--- src/nv_ctrl_pkg.sv ---
// Purpose: Shared constants and types for the nonvolatile store/recall host.
// Assumes: 40 MHz clock; one external 32K x 8 nonvolatile SRAM.
// Notes: Long waits are derived here; the top module may override them.
`default_nettype none

package nv_ctrl_pkg;

  // ---------------------------------------------------------------
  // Widths
  // ---------------------------------------------------------------
  localparam int unsigned ADDR_W = 15;
  localparam int unsigned DATA_W = 8;
  localparam int unsigned CNT_W = 20;
  localparam int unsigned SYNC_STAGES = 2;
  localparam int unsigned SEQ_LAST = 5;

  // ---------------------------------------------------------------
  // Timing, figures in their own units
  // ---------------------------------------------------------------
  localparam int unsigned CLK_PERIOD_NS = 25;
  localparam int unsigned T_ACCESS_NS = 35;
  localparam int unsigned T_CE_HIGH_NS = 25;
  localparam int unsigned T_STORE_MS = 10;
  localparam int unsigned T_RECALL_US = 20;
  localparam int unsigned T_LINE_PULSE_NS = 100;

  // Least times round up; pin data arrive through the synchroniser
  localparam int unsigned ACC_CYC =
    (T_ACCESS_NS + CLK_PERIOD_NS - 1) / CLK_PERIOD_NS + SYNC_STAGES;
  localparam int unsigned GAP_CYC = (T_CE_HIGH_NS + CLK_PERIOD_NS - 1) / CLK_PERIOD_NS;
  localparam int unsigned STORE_CYC =
    (T_STORE_MS * 1000000 + CLK_PERIOD_NS - 1) / CLK_PERIOD_NS;
  localparam int unsigned RECALL_CYC =
    (T_RECALL_US * 1000 + CLK_PERIOD_NS - 1) / CLK_PERIOD_NS;
  localparam int unsigned LINE_PULSE_CYC =
    (T_LINE_PULSE_NS + CLK_PERIOD_NS - 1) / CLK_PERIOD_NS + 1;

  // ---------------------------------------------------------------
  // Initiation sequence addresses
  // ---------------------------------------------------------------
  localparam logic [ADDR_W-1:0] SEQ_A0 = 15'h0e38;
  localparam logic [ADDR_W-1:0] SEQ_A1 = 15'h31c7;
  localparam logic [ADDR_W-1:0] SEQ_A2 = 15'h03e0;
  localparam logic [ADDR_W-1:0] SEQ_A3 = 15'h3c1f;
  localparam logic [ADDR_W-1:0] SEQ_A4 = 15'h303f;
  localparam logic [ADDR_W-1:0] SEQ_STORE = 15'h0fc0;
  localparam logic [ADDR_W-1:0] SEQ_RECALL = 15'h0c63;

  // ---------------------------------------------------------------
  // Types
  // ---------------------------------------------------------------
  typedef enum logic [2:0] {
    OP_READ = 3'h0,
    OP_WRITE = 3'h1,
    OP_STORE = 3'h2,
    OP_RECALL = 3'h3,
    OP_LINE_STORE = 3'h4
  } op_t;

  typedef struct packed {
    op_t op;
    logic [ADDR_W-1:0] addr;
    logic [DATA_W-1:0] wdata;
  } cmd_t;

  typedef struct packed {
    logic [ADDR_W-1:0] address_lines;
    logic chip_en_n;
    logic write_en_n;
    logic out_en_n;
  } sram_pins_t;

endpackage

`default_nettype wire

--- src/pin_sync.sv ---
// Purpose: Two-stage synchroniser for a bundle of pin inputs.
// Assumes: Each bit is an independent level.
// Notes: Multi-bit data only sampled after it has settled at the pins.
`timescale 1ns/1ps
`default_nettype none

module pin_sync
  import nv_ctrl_pkg::*;
#(
  parameter int unsigned WIDTH = 1
)
(
  input wire logic clk, // System clock
  input wire logic rst, // Sync reset, high
  input wire logic [WIDTH-1:0] pin_in, // Asynchronous pins
  output logic [WIDTH-1:0] sync_out // Synchronised levels
);

  // ---------------------------------------------------------------
  // Per-bit flop pairs
  // ---------------------------------------------------------------
  genvar gi;
  generate
    for (gi = 0; gi < WIDTH; gi++)
    begin : g_bit
      logic meta_r;
      logic stable_r;
      // First flop feeds only the second
      always_ff @(posedge clk)
      begin
        if (rst)
        begin
          meta_r <= 1'b1;
          stable_r <= 1'b1;
        end
        else
        begin
          meta_r <= pin_in[gi];
          stable_r <= meta_r;
        end
      end
      assign sync_out[gi] = stable_r;
    end
  endgenerate

endmodule

`default_nettype wire

--- src/nv_store_host.sv ---
// Purpose: Host controller driving a nonvolatile SRAM: reads, writes,
//          software store/recall sequences and line-requested stores.
// Assumes: Sole master of the SRAM bus; pins are asynchronous to clk.
// Notes: Long waits are parameters so simulation can shorten them.
//
// Contract
// - Store: six reads ending at 0FC0
// - No foreign access inside the sequence
// - Sequence accesses are reads only
// - Recall: same five, then 0C63
// - Hold line low past pulse width
// - Shared line: drive low only, never high
// - Chip select clocks sequence, write high
`timescale 1ns/1ps
`default_nettype none

module nv_store_host
  import nv_ctrl_pkg::*;
#(
  parameter int unsigned STORE_WAIT = STORE_CYC,
  parameter int unsigned RECALL_WAIT = RECALL_CYC
)
(
  input wire logic clk, // 40 MHz clock
  input wire logic rst, // Sync reset, high
  input wire logic cmd_valid, // Command offered
  output logic cmd_ready, // Command taken this cycle
  input wire cmd_t cmd, // Operation, address, write data
  output logic rsp_valid, // One-cycle completion pulse, none for writes
  output logic [DATA_W-1:0] rsp_rdata, // Read data, registered
  output logic busy, // Operation in progress
  output sram_pins_t pins, // Address and strobes
  input wire logic [DATA_W-1:0] data_lines_i, // Data pins in
  output logic [DATA_W-1:0] data_lines_o, // Data pins out
  output logic data_lines_oe_n, // Data drive enable, low drives
  input wire logic store_busy_line_n_i, // Shared line level
  output logic store_busy_line_n_o, // Shared line drive value
  output logic store_busy_line_n_oe_n // Shared line enable, low drives
);

  // ---------------------------------------------------------------
  // Types and sequence decode
  // ---------------------------------------------------------------
  typedef enum logic [2:0] {
    ST_IDLE = 3'b000,
    ST_ACC = 3'b001,
    ST_GAP = 3'b010,
    ST_PULSE = 3'b011,
    ST_NVWAIT = 3'b100,
    ST_RELWAIT = 3'b101
  } state_t;

  // Address of each step of the initiation sequence
  function automatic logic [ADDR_W-1:0] seq_addr(input logic [2:0] idx,
                                                 input logic recall);
    logic [ADDR_W-1:0] a;
    a = SEQ_A0;
    case (idx)
      3'h0: a = SEQ_A0;
      3'h1: a = SEQ_A1;
      3'h2: a = SEQ_A2;
      3'h3: a = SEQ_A3;
      3'h4: a = SEQ_A4;
      3'h5: a = recall ? SEQ_RECALL : SEQ_STORE;
      default: a = SEQ_A0;
    endcase
    return a;
  endfunction

  // ---------------------------------------------------------------
  // Registers
  // ---------------------------------------------------------------
  state_t state_r, state_nxt;
  logic [CNT_W-1:0] cnt_r, cnt_nxt;
  logic [2:0] idx_r, idx_nxt;
  logic seq_r, seq_nxt;
  logic recall_r, recall_nxt;
  logic write_r, write_nxt;
  logic [ADDR_W-1:0] addr_r, addr_nxt;
  logic [DATA_W-1:0] wdata_r, wdata_nxt;
  logic [DATA_W-1:0] rdata_r, rdata_nxt;
  logic rsp_r, rsp_nxt;

  // ---------------------------------------------------------------
  // Pin synchronisers
  // ---------------------------------------------------------------
  logic [DATA_W:0] sync_q;
  wire logic [DATA_W-1:0] data_s;
  wire logic line_high_s;

  pin_sync #(
    .WIDTH(DATA_W + 1)
  ) u_sync (
    .clk(clk),
    .rst(rst),
    .pin_in({store_busy_line_n_i, data_lines_i}),
    .sync_out(sync_q)
  );

  assign data_s = sync_q[DATA_W-1:0];
  assign line_high_s = sync_q[DATA_W];

  // ---------------------------------------------------------------
  // Decodes
  // ---------------------------------------------------------------
  wire logic cnt_done;
  wire logic take;
  wire logic seq_more;
  wire logic in_acc;
  wire logic [CNT_W-1:0] acc_load;
  wire logic [CNT_W-1:0] gap_load;
  wire logic [CNT_W-1:0] pulse_load;
  wire logic [CNT_W-1:0] store_load;
  wire logic [CNT_W-1:0] recall_load;

  assign cnt_done = (cnt_r == '0);
  // Device busy or line held: stay off the bus
  assign take = (state_r == ST_IDLE) && cmd_valid && line_high_s;
  assign seq_more = seq_r && (idx_r != SEQ_LAST[2:0]);
  assign in_acc = (state_r == ST_ACC);
  assign acc_load = CNT_W'(ACC_CYC - 1);
  assign gap_load = CNT_W'(GAP_CYC - 1);
  assign pulse_load = CNT_W'(LINE_PULSE_CYC - 1);
  assign store_load = CNT_W'(STORE_WAIT - 1);
  assign recall_load = CNT_W'(RECALL_WAIT - 1);

  // ---------------------------------------------------------------
  // Next-state logic
  // ---------------------------------------------------------------
  always_comb
  begin
    state_nxt = state_r;
    cnt_nxt = cnt_done ? cnt_r : cnt_r - CNT_W'(1);
    idx_nxt = idx_r;
    seq_nxt = seq_r;
    recall_nxt = recall_r;
    write_nxt = write_r;
    addr_nxt = addr_r;
    wdata_nxt = wdata_r;
    rdata_nxt = rdata_r;
    rsp_nxt = 1'b0;
    case (state_r)
      ST_IDLE:
      begin
        if (take)
        begin
          addr_nxt = cmd.addr;
          wdata_nxt = cmd.wdata;
          write_nxt = (cmd.op == OP_WRITE);
          recall_nxt = (cmd.op == OP_RECALL);
          seq_nxt = 1'b0;
          idx_nxt = 3'h0;
          cnt_nxt = acc_load;
          state_nxt = ST_ACC;
          if ((cmd.op == OP_STORE) || (cmd.op == OP_RECALL))
          begin
            write_nxt = 1'b0;
            seq_nxt = 1'b1;
            addr_nxt = seq_addr(3'h0, cmd.op == OP_RECALL);
          end
          else if (cmd.op == OP_LINE_STORE)
          begin
            cnt_nxt = pulse_load;
            state_nxt = ST_PULSE;
          end
        end
      end
      ST_ACC:
      begin
        if (cnt_done)
        begin
          if (!seq_r && !write_r)
          begin
            rdata_nxt = data_s;
            rsp_nxt = 1'b1;
          end
          cnt_nxt = gap_load;
          state_nxt = ST_GAP;
        end
      end
      ST_GAP:
      begin
        if (cnt_done)
        begin
          // Steps follow with no other access between
          if (seq_more)
          begin
            idx_nxt = idx_r + 3'h1;
            addr_nxt = seq_addr(idx_r + 3'h1, recall_r);
            cnt_nxt = acc_load;
            state_nxt = ST_ACC;
          end
          else if (seq_r)
          begin
            cnt_nxt = recall_r ? recall_load : store_load;
            state_nxt = ST_NVWAIT;
          end
          else
          begin
            state_nxt = ST_IDLE;
          end
        end
      end
      ST_PULSE:
      begin
        // Line held past the request width
        if (cnt_done)
        begin
          cnt_nxt = store_load;
          state_nxt = ST_NVWAIT;
        end
      end
      ST_NVWAIT:
      begin
        if (cnt_done)
        begin
          state_nxt = ST_RELWAIT;
        end
      end
      ST_RELWAIT:
      begin
        // Wait for the line to rise again
        if (line_high_s)
        begin
          rsp_nxt = 1'b1;
          seq_nxt = 1'b0;
          state_nxt = ST_IDLE;
        end
      end
      default:
      begin
        state_nxt = ST_IDLE;
      end
    endcase
  end

  // ---------------------------------------------------------------
  // State registers
  // ---------------------------------------------------------------
  always_ff @(posedge clk)
  begin
    if (rst)
    begin
      state_r <= ST_IDLE;
      cnt_r <= '0;
      idx_r <= 3'h0;
      seq_r <= 1'b0;
      recall_r <= 1'b0;
      write_r <= 1'b0;
      addr_r <= '0;
      wdata_r <= '0;
      rdata_r <= '0;
      rsp_r <= 1'b0;
    end
    else
    begin
      state_r <= state_nxt;
      cnt_r <= cnt_nxt;
      idx_r <= idx_nxt;
      seq_r <= seq_nxt;
      recall_r <= recall_nxt;
      write_r <= write_nxt;
      addr_r <= addr_nxt;
      wdata_r <= wdata_nxt;
      rdata_r <= rdata_nxt;
      rsp_r <= rsp_nxt;
    end
  end

  // ---------------------------------------------------------------
  // Pin drive
  // ---------------------------------------------------------------
  // Chip select strobes each step, write strobe high
  assign pins.address_lines = addr_r;
  assign pins.chip_en_n = !in_acc;
  assign pins.write_en_n = !(in_acc && write_r);
  // Output enable left high on sequence steps to spare the bus
  assign pins.out_en_n = !(in_acc && !write_r && !seq_r);
  assign data_lines_o = wdata_r;
  assign data_lines_oe_n = !(in_acc && write_r);

  // Open drain: only ever pull low
  assign store_busy_line_n_o = 1'b0;
  assign store_busy_line_n_oe_n = (state_r != ST_PULSE);

  // ---------------------------------------------------------------
  // User side
  // ---------------------------------------------------------------
  assign cmd_ready = take;
  assign rsp_valid = rsp_r;
  assign rsp_rdata = rdata_r;
  assign busy = (state_r != ST_IDLE);

endmodule

`default_nettype wire

--- config.mk ---
export PLATFORM = sky130hd
export DESIGN_NAME = nv_store_host
export DESIGN_NICKNAME = d
export VERILOG_FILES = /design/src/nv_ctrl_pkg.sv /design/src/pin_sync.sv /design/src/nv_store_host.sv
export SDC_FILE = /design/constraint.sdc
export NUM_CORES = 1
export LEC_CHECK = 0
export BUFFER_PORTS_ARGS = -buffer_cell sky130_fd_sc_hd__buf_2
export CAP_MARGIN = 20
export CORE_ASPECT_RATIO = 1.25
export CORE_MARGIN = 2
export CORE_UTILIZATION = 49
export DETAILED_ROUTE_END_ITERATION = 8
export PLACE_DENSITY = 0.75
export SETUP_SLACK_MARGIN = 0.1
export SYNTH_ARGS = -nofsm -noshare
export SYNTH_HDL_FRONTEND = slang
export SYNTH_SLANG_ARGS = --single-unit
--- constraint.sdc ---
create_clock -name clk -period 2.6 [get_ports clk]
set_input_delay 0.52 -clock clk [delete_from_list [all_inputs] [get_ports clk]]
set_output_delay 0.52 -clock clk [all_outputs]
set_load 0.02 [all_outputs]
==> results_dict.tcl, run 1 <==
set metrics [dict create \
    post_cts_buffers 0 \
    max_freq_ghz 0.418 \
    slew_headroom_pct 63.2 \
    nets 578 \
    place_ws_ns 0.178 \
    core_um2 7700 \
    synth_top_area_share_pct 41.2 \
    antenna_found_initial 0 \
    powerDensity_nw_per_um2 1320 \
    grt_max_degree 31 \
    path_clk_slew_ns 0.09 \
    syn_nets 503 \
    timing.max_cap.violations 0 \
    holdBufCountCts 0 \
    tightest_slew_ns 0.549 \
    wl_per_cell_um 15.0 \
    start_util_pct 49.8 \
    synthesis.area_um2 3840 \
    drv_slew 0 \
    min_period_ns 2.39 \
    cts_buffer_depth 2 \
    rows 36 \
    ys_seq_elements 79 \
    ys.flop_type "dfxtp_1" \
    crit_fanout 13 \
    vias 3581 \
    grt_pass1_wl_mm 15.4 \
    die_x_um 83.1 \
    numClockSinks 79 \
    place_congestion 0.911 \
    ys_seq_area_share_pct 41.2 \
    dp_hpwl_mm 6.91 \
    drtIter0Drc 210 \
    overflow 0 \
    grt_pass1_vias 3376 \
    skew_ns 0.0101 \
    netlist_top_cells_area "dfxtp_1 41%, nor2_1 5.0%, a21oi_1 4.4%, nand2_1 3.9%, or2_2 3.3%" \
    cp.arrival_ns 1.87 \
    fill_cells 693 \
    syn-instance-count 456 \
    pin_count 78 \
    period_share_pct 92.0 \
    setup_viol 0 \
    io_buffers 76 \
    cts_buffers 9 \
    postLayoutCellArea_um2 4570 \
    async_reset_ff_share_pct 0 \
    synth_cell_type_count 67 \
    clockRootBuffer "clkbuf_8" \
    synth_edf_count 0 \
    die_h_um 103 \
    cp.required_ns 2.08 \
    ctsHtreeMaxLevel 3 \
    die_area_um2 8560 \
    status "finished clean" \
    hold_class "in -> reg" \
    finalHoldViolations 0 \
    rsz0062_at_grt "false" \
    drt.antenna.violating_nets 0 \
    post_dp_cell_area_um2 4350 \
    yosys_warnings 0 \
    clk-insertion-delay-late_ns 0.37 \
    start_kind "register" \
    ir_drop_uv 675 \
    antenna_cells 0 \
    yosysTopAreaCell "dfxtp_1" \
    cts_tree "done" \
    total_leakage_power_nw 1.87 \
    tns_ns 0 \
    dr.pass1.iters 4 \
    drc 0 \
    wirelength_mm 9.49 \
    drive_gt1_share_pct 28.2 \
    fin_ws_ns 0.209 \
    track_usage_pct 22.2 \
    avgSynthCellArea_um2 8.41 \
    area_growth_pct 19.2 \
    crit_type "reg -> out" \
    crit_path_end_kind "output port" \
    via_per_inst 5.68 \
]
-- cells in the final DEF, fill, tap and decap left out, types with 5 or more instances in the layout --
cell      count
a211oi_1     15
nor3_1       14
a21oi_1      34
buf_4        21
ha_1          9
dfxtp_1      79
inv_1        12
nor4_1        8
nor2b_1       5
or2_2        20
o21ai_0      13
a31oi_1       7
nand2b_1      6
nor2_1       50
xnor2_1       6
or3_1        11
nand2_1      40
buf_2        76
nand3_1       8
clkbuf_8     10
o31ai_1       5
mux2i_1      10
-- flip-flops by register name, indices dropped and copies added (netlist names) --
register,count
cnt_r,20
u_sync.g_bit.meta_r,9
data_lines_o,8
addr_r,15
write_r,1
rsp_valid,1
idx_r,3
state_r,3
recall_r,1
u_sync.g_bit.stable_r,9
seq_r,1
rsp_rdata,8
-- layout make-up --
type                            instances  area, um2  share of cell area (%)
Clock inverter                          6       52.6                    1.15
Clock buffer                           10        138                    3.01
Inverter                               12       45.0                   0.985
Sequential cell                        79       1580                    34.6
Tap cell                               95        119                    2.60
Timing Repair Buffer                   97        538                    11.8
Multi-Input combinational cell        332       2100                    45.9
-- layer usage --
| layer | share of wire (%) | global-route usage, % | vias to the layer above |
|---|---|---|---|
| li1 | - | - | 1776 |
| met1 | 41 | 25.0 | 1648 |
| met5 | 0 | 0 | - |
| met2 | 50 | 39.0 | 122 |
| met4 | 4.0 | 13.7 | 0 |
| met3 | 5.1 | 4.56 | 35 |
-- path summary, 6_finish.rpt --
path | start | endpoint | slack [ns] | depth (start not counted)
setup reg to reg | cnt_r[2] | cnt_r[15] | 0.24 | 5
hold / removal | data_lines_i[3] | u_sync.g_bit[3].meta_r | 0.32 | 2
setup / recovery | state_r[1] | pins[0] | 0.21 | 4
hold reg to reg | u_sync.g_bit[2].meta_r | u_sync.g_bit[2].stable_r | 0.41 | 1
-- Yosys cell counts, types with 4 or more instances --
cell      instances
inv_1            12
o31ai_1           5
buf_2             6
or3_1            11
clkbuf_1         21
nor2_1           51
nor3b_1           4
or2_2            20
ha_1              9
xnor2_1           6
dfxtp_1          79
nor2b_1           5
nor3_1           14
nor4_1            8
nand2_1          40
a31oi_1           7
o21ai_0          13
nand3_1           8
o211ai_1          4
nand2b_1          6
a21oi_1          34
a211oi_1         15
mux2i_1          10
nand3b_1          4
-- metrics by stage --
| stage | power [mW] | std cells | hold slack, ns | util (%) |
|---|---|---|---|---|
| 2_1_floorplan | 4.05 | 456 | 0.389 | - |
| 3_3_place_gp | 4.93 | 615 | 0.391 | 56.4 |
| 3_5_place_dp | 4.99 | 615 | 0.393 | 56.4 |
| 4_1_cts | 5.89 | 631 | 0.310 | 58.9 |
| 5_1_grt | 6.48 | 631 | 0.314 | 59.4 |
| 6_report | 6.02 | 631 | 0.322 | 59.4 |
-- timing repair --
| item | CTS | global route |
|---|---|---|
| hold endpoints to repair | 0 | 0 |
| gates resized for setup | 0 | 6 |
| endpoints found under the setup margin | 0 | 5 |
-- critical path, cell delays in order, from the launching register on --
cell and delay [ns]:
dfxtp_1 0.33, buf_4 0.18, or3b_2 0.46, or3_1 0.36
buf_2 0.18
-- kinds of logic after synthesis --
logic type / synth area share [%]
AO/OA/AOI/OAI: 19.4
AND/OR/NAND/NOR: 26.9
other: 0.0978
flip-flops: 41.2
multiplexers: 2.61
buffers and inverters: 5.02
adder cells (fa/ha/maj): 2.94
XOR/XNOR: 1.83
-- report_power, final --
group / switching (mW) / total [mW] / internal [mW]
Clock: 0.490 / 0.875 / 0.385
Sequential: 0.249 / 1.73 / 1.48
Combinational: 1.99 / 3.42 / 1.43
Total: 2.72 / 6.02 / 3.30
No activity file was read; power rests on OpenSTA's default activity.
==> inputs of run 2 (changes only) <==
--- a/constraint.sdc
+++ b/constraint.sdc
@@ -3,2 +3,2 @@
 set_output_delay 0.52 -clock clk [all_outputs]
-set_load 0.02 [all_outputs]
+set_load 0.1 [all_outputs]
==> results_dict.tcl, run 2 (synthesized netlist as in run 1, its figures left out) <==
set metrics [dict create \
    status "finished clean" \
    start_kind "register" \
    dr.pass1.iters 5 \
    via_per_inst 5.77 \
    die_area_um2 8560 \
    drv_slew 0 \
    track_usage_pct 22.6 \
    rsz0062_at_grt "false" \
    crit_buf_inv 2 \
    multi_input_area_um2 2090 \
    whs_ns 0.336 \
    cts_buffers 9 \
    critPathSlowestCell "or3b_4" \
    grt_pass1_wl_mm 15.6 \
    largest_reg_flops 20 \
    regArea_um2 1580 \
    crit_path_end_kind "output port" \
    drtIter0Drc 254 \
    grt_pass1_vias 3338 \
    wirelength_mm 9.68 \
    clockRootBuffer "clkbuf_8" \
    antenna_found_initial 0 \
    place_congestion 0.947 \
    numClockSinks 79 \
    power_mw 6.85 \
    final_common_cell "dfxtp_1" \
    die_h_um 103 \
    drive_gt1_share_pct 28.4 \
    cts_tree "done" \
    ctsHtreeMaxLevel 3 \
    crit_fanout 14 \
    post_cts_buffers 0 \
    clk-insertion-delay-late_ns 0.36 \
    crit_family "simple AND/OR/NAND/NOR gates" \
    powerDensity_nw_per_um2 1490 \
    area_growth_pct 19.5 \
    cts_buffer_depth 2 \
    die_x_um 83.1 \
    overflow 0 \
    dp_hpwl_mm 7.18 \
    core_um2 7700 \
    min_period_ns 2.44 \
    hold_class "in -> reg" \
    tns_ns 0 \
    dp_cells 615 \
    ir_drop_uv 712 \
    cp.required_ns 2.08 \
    total_leakage_power_nw 1.88 \
    max_flop_register "cnt_r" \
    utilization_pct 59.5 \
    rows 36 \
    io_buffers 76 \
    cp.arrival_ns 1.92 \
    nets 578 \
    reg.largest.list "cnt_r: 20 flops, addr_r: 15 flops" \
    finalNonFillerCells 630 \
    path_cells "buf_4 > or3b_4 > or3_4 > buf_4" \
    max_freq_ghz 0.411 \
    wl_per_cell_um 15.4 \
    grt_max_degree 41 \
    drc 0 \
    critPathMostFrequentCell "buf_4" \
    antenna_cells 0 \
    setup_viol 0 \
    period_share_pct 93.7 \
    cp_slowest_stage_delay_ns 0.40 \
    finalHoldViolations 0 \
    final_cell_mix "79 x dfxtp_1, 73 x buf_2, 49 x nor2_1, 40 x nand2_1, 34 x a21oi_1" \
    pin_count 78 \
    skew_ns 0.0109 \
    start_util_pct 49.8 \
    holdBufCountCts 0 \
    fill_cells 691 \
    vias 3638 \
    drt.antenna.violating_nets 0 \
    timing.max_cap.violations 0 \
    crit_type "reg -> out" \
    path_clk_slew_ns 0.08 \
]
-- run 2: cell types whose count changed in the layout (fill, tap and decap cells not counted), moves of 2 or more --
cell and delta:
or3_4 +2, clkinv_2 +2, clkinv_4 -2, or3_1 -2, buf_2 -3
-- run 2: where the power goes --
group,switching [mW],internal [mW],leakage [nW]
clock,0.441,0.464,0.0985
sequential,0.243,1.48,0.648
combinational,2.81,1.41,1.13
-- run 2: cell type report --
| cell class | instances | area share (%) |
|---|---|---|
| Clock inverter | 5 | 1.23 |
| Tap cell | 95 | 2.59 |
| Sequential cell | 79 | 34.5 |
| Timing Repair Buffer | 97 | 12.2 |
| Clock buffer | 10 | 3.00 |
| Multi-Input combinational cell | 332 | 45.5 |
| Inverter | 12 | 0.983 |
-- run 2: path summary, 6_finish.rpt --
| check | from | cells after the start | slack [ns] | endpoint |
|---|---|---|---|---|
| worst min register to register | u_sync.g_bit[8].meta_r | 1 | 0.41 | u_sync.g_bit[8].stable_r |
| worst min-delay path | data_lines_i[6] | 2 | 0.34 | u_sync.g_bit[6].meta_r |
| worst max register to register | cnt_r[14] | 8 | 0.25 | cnt_r[0] |
| worst max-delay path | state_r[2] | 4 | 0.16 | pins[0] |
-- run 2: per-layer routing --
metal | track usage (%) | share of wire, %
met1 | 25.6 | 39
met2 | 40.6 | 52
met3 | 5.12 | 5.6
met4 | 10.8 | 2.6
met5 | 0 | 0
-- run 2: worst register-to-register path, cell delays in order (launching register included) --
cell       delay (ns)
dfxtp_1          0.33
or4_1            0.58
nand4bb_1        0.26
nor2_2           0.15
inv_2            0.10
ha_1             0.31
a21boi_1         0.15
a221oi_1         0.09
a221oi_1         0.28
-- run 2: per-stage QoR --
step	setup WS, ns	instance area [um2]
3_3_place_gp	0.286	4380
4_1_cts	0.153	4570
2_1_floorplan	0.121	3880
3_5_place_dp	0.177	4380
6_report	0.164	4580
5_1_grt	0.104	4580
-- run 2: repair_timing --
item | CTS | global route
endpoints found under the setup margin | 1 | 2
gates resized for setup | 1 | 5
cloned | 0 | 0
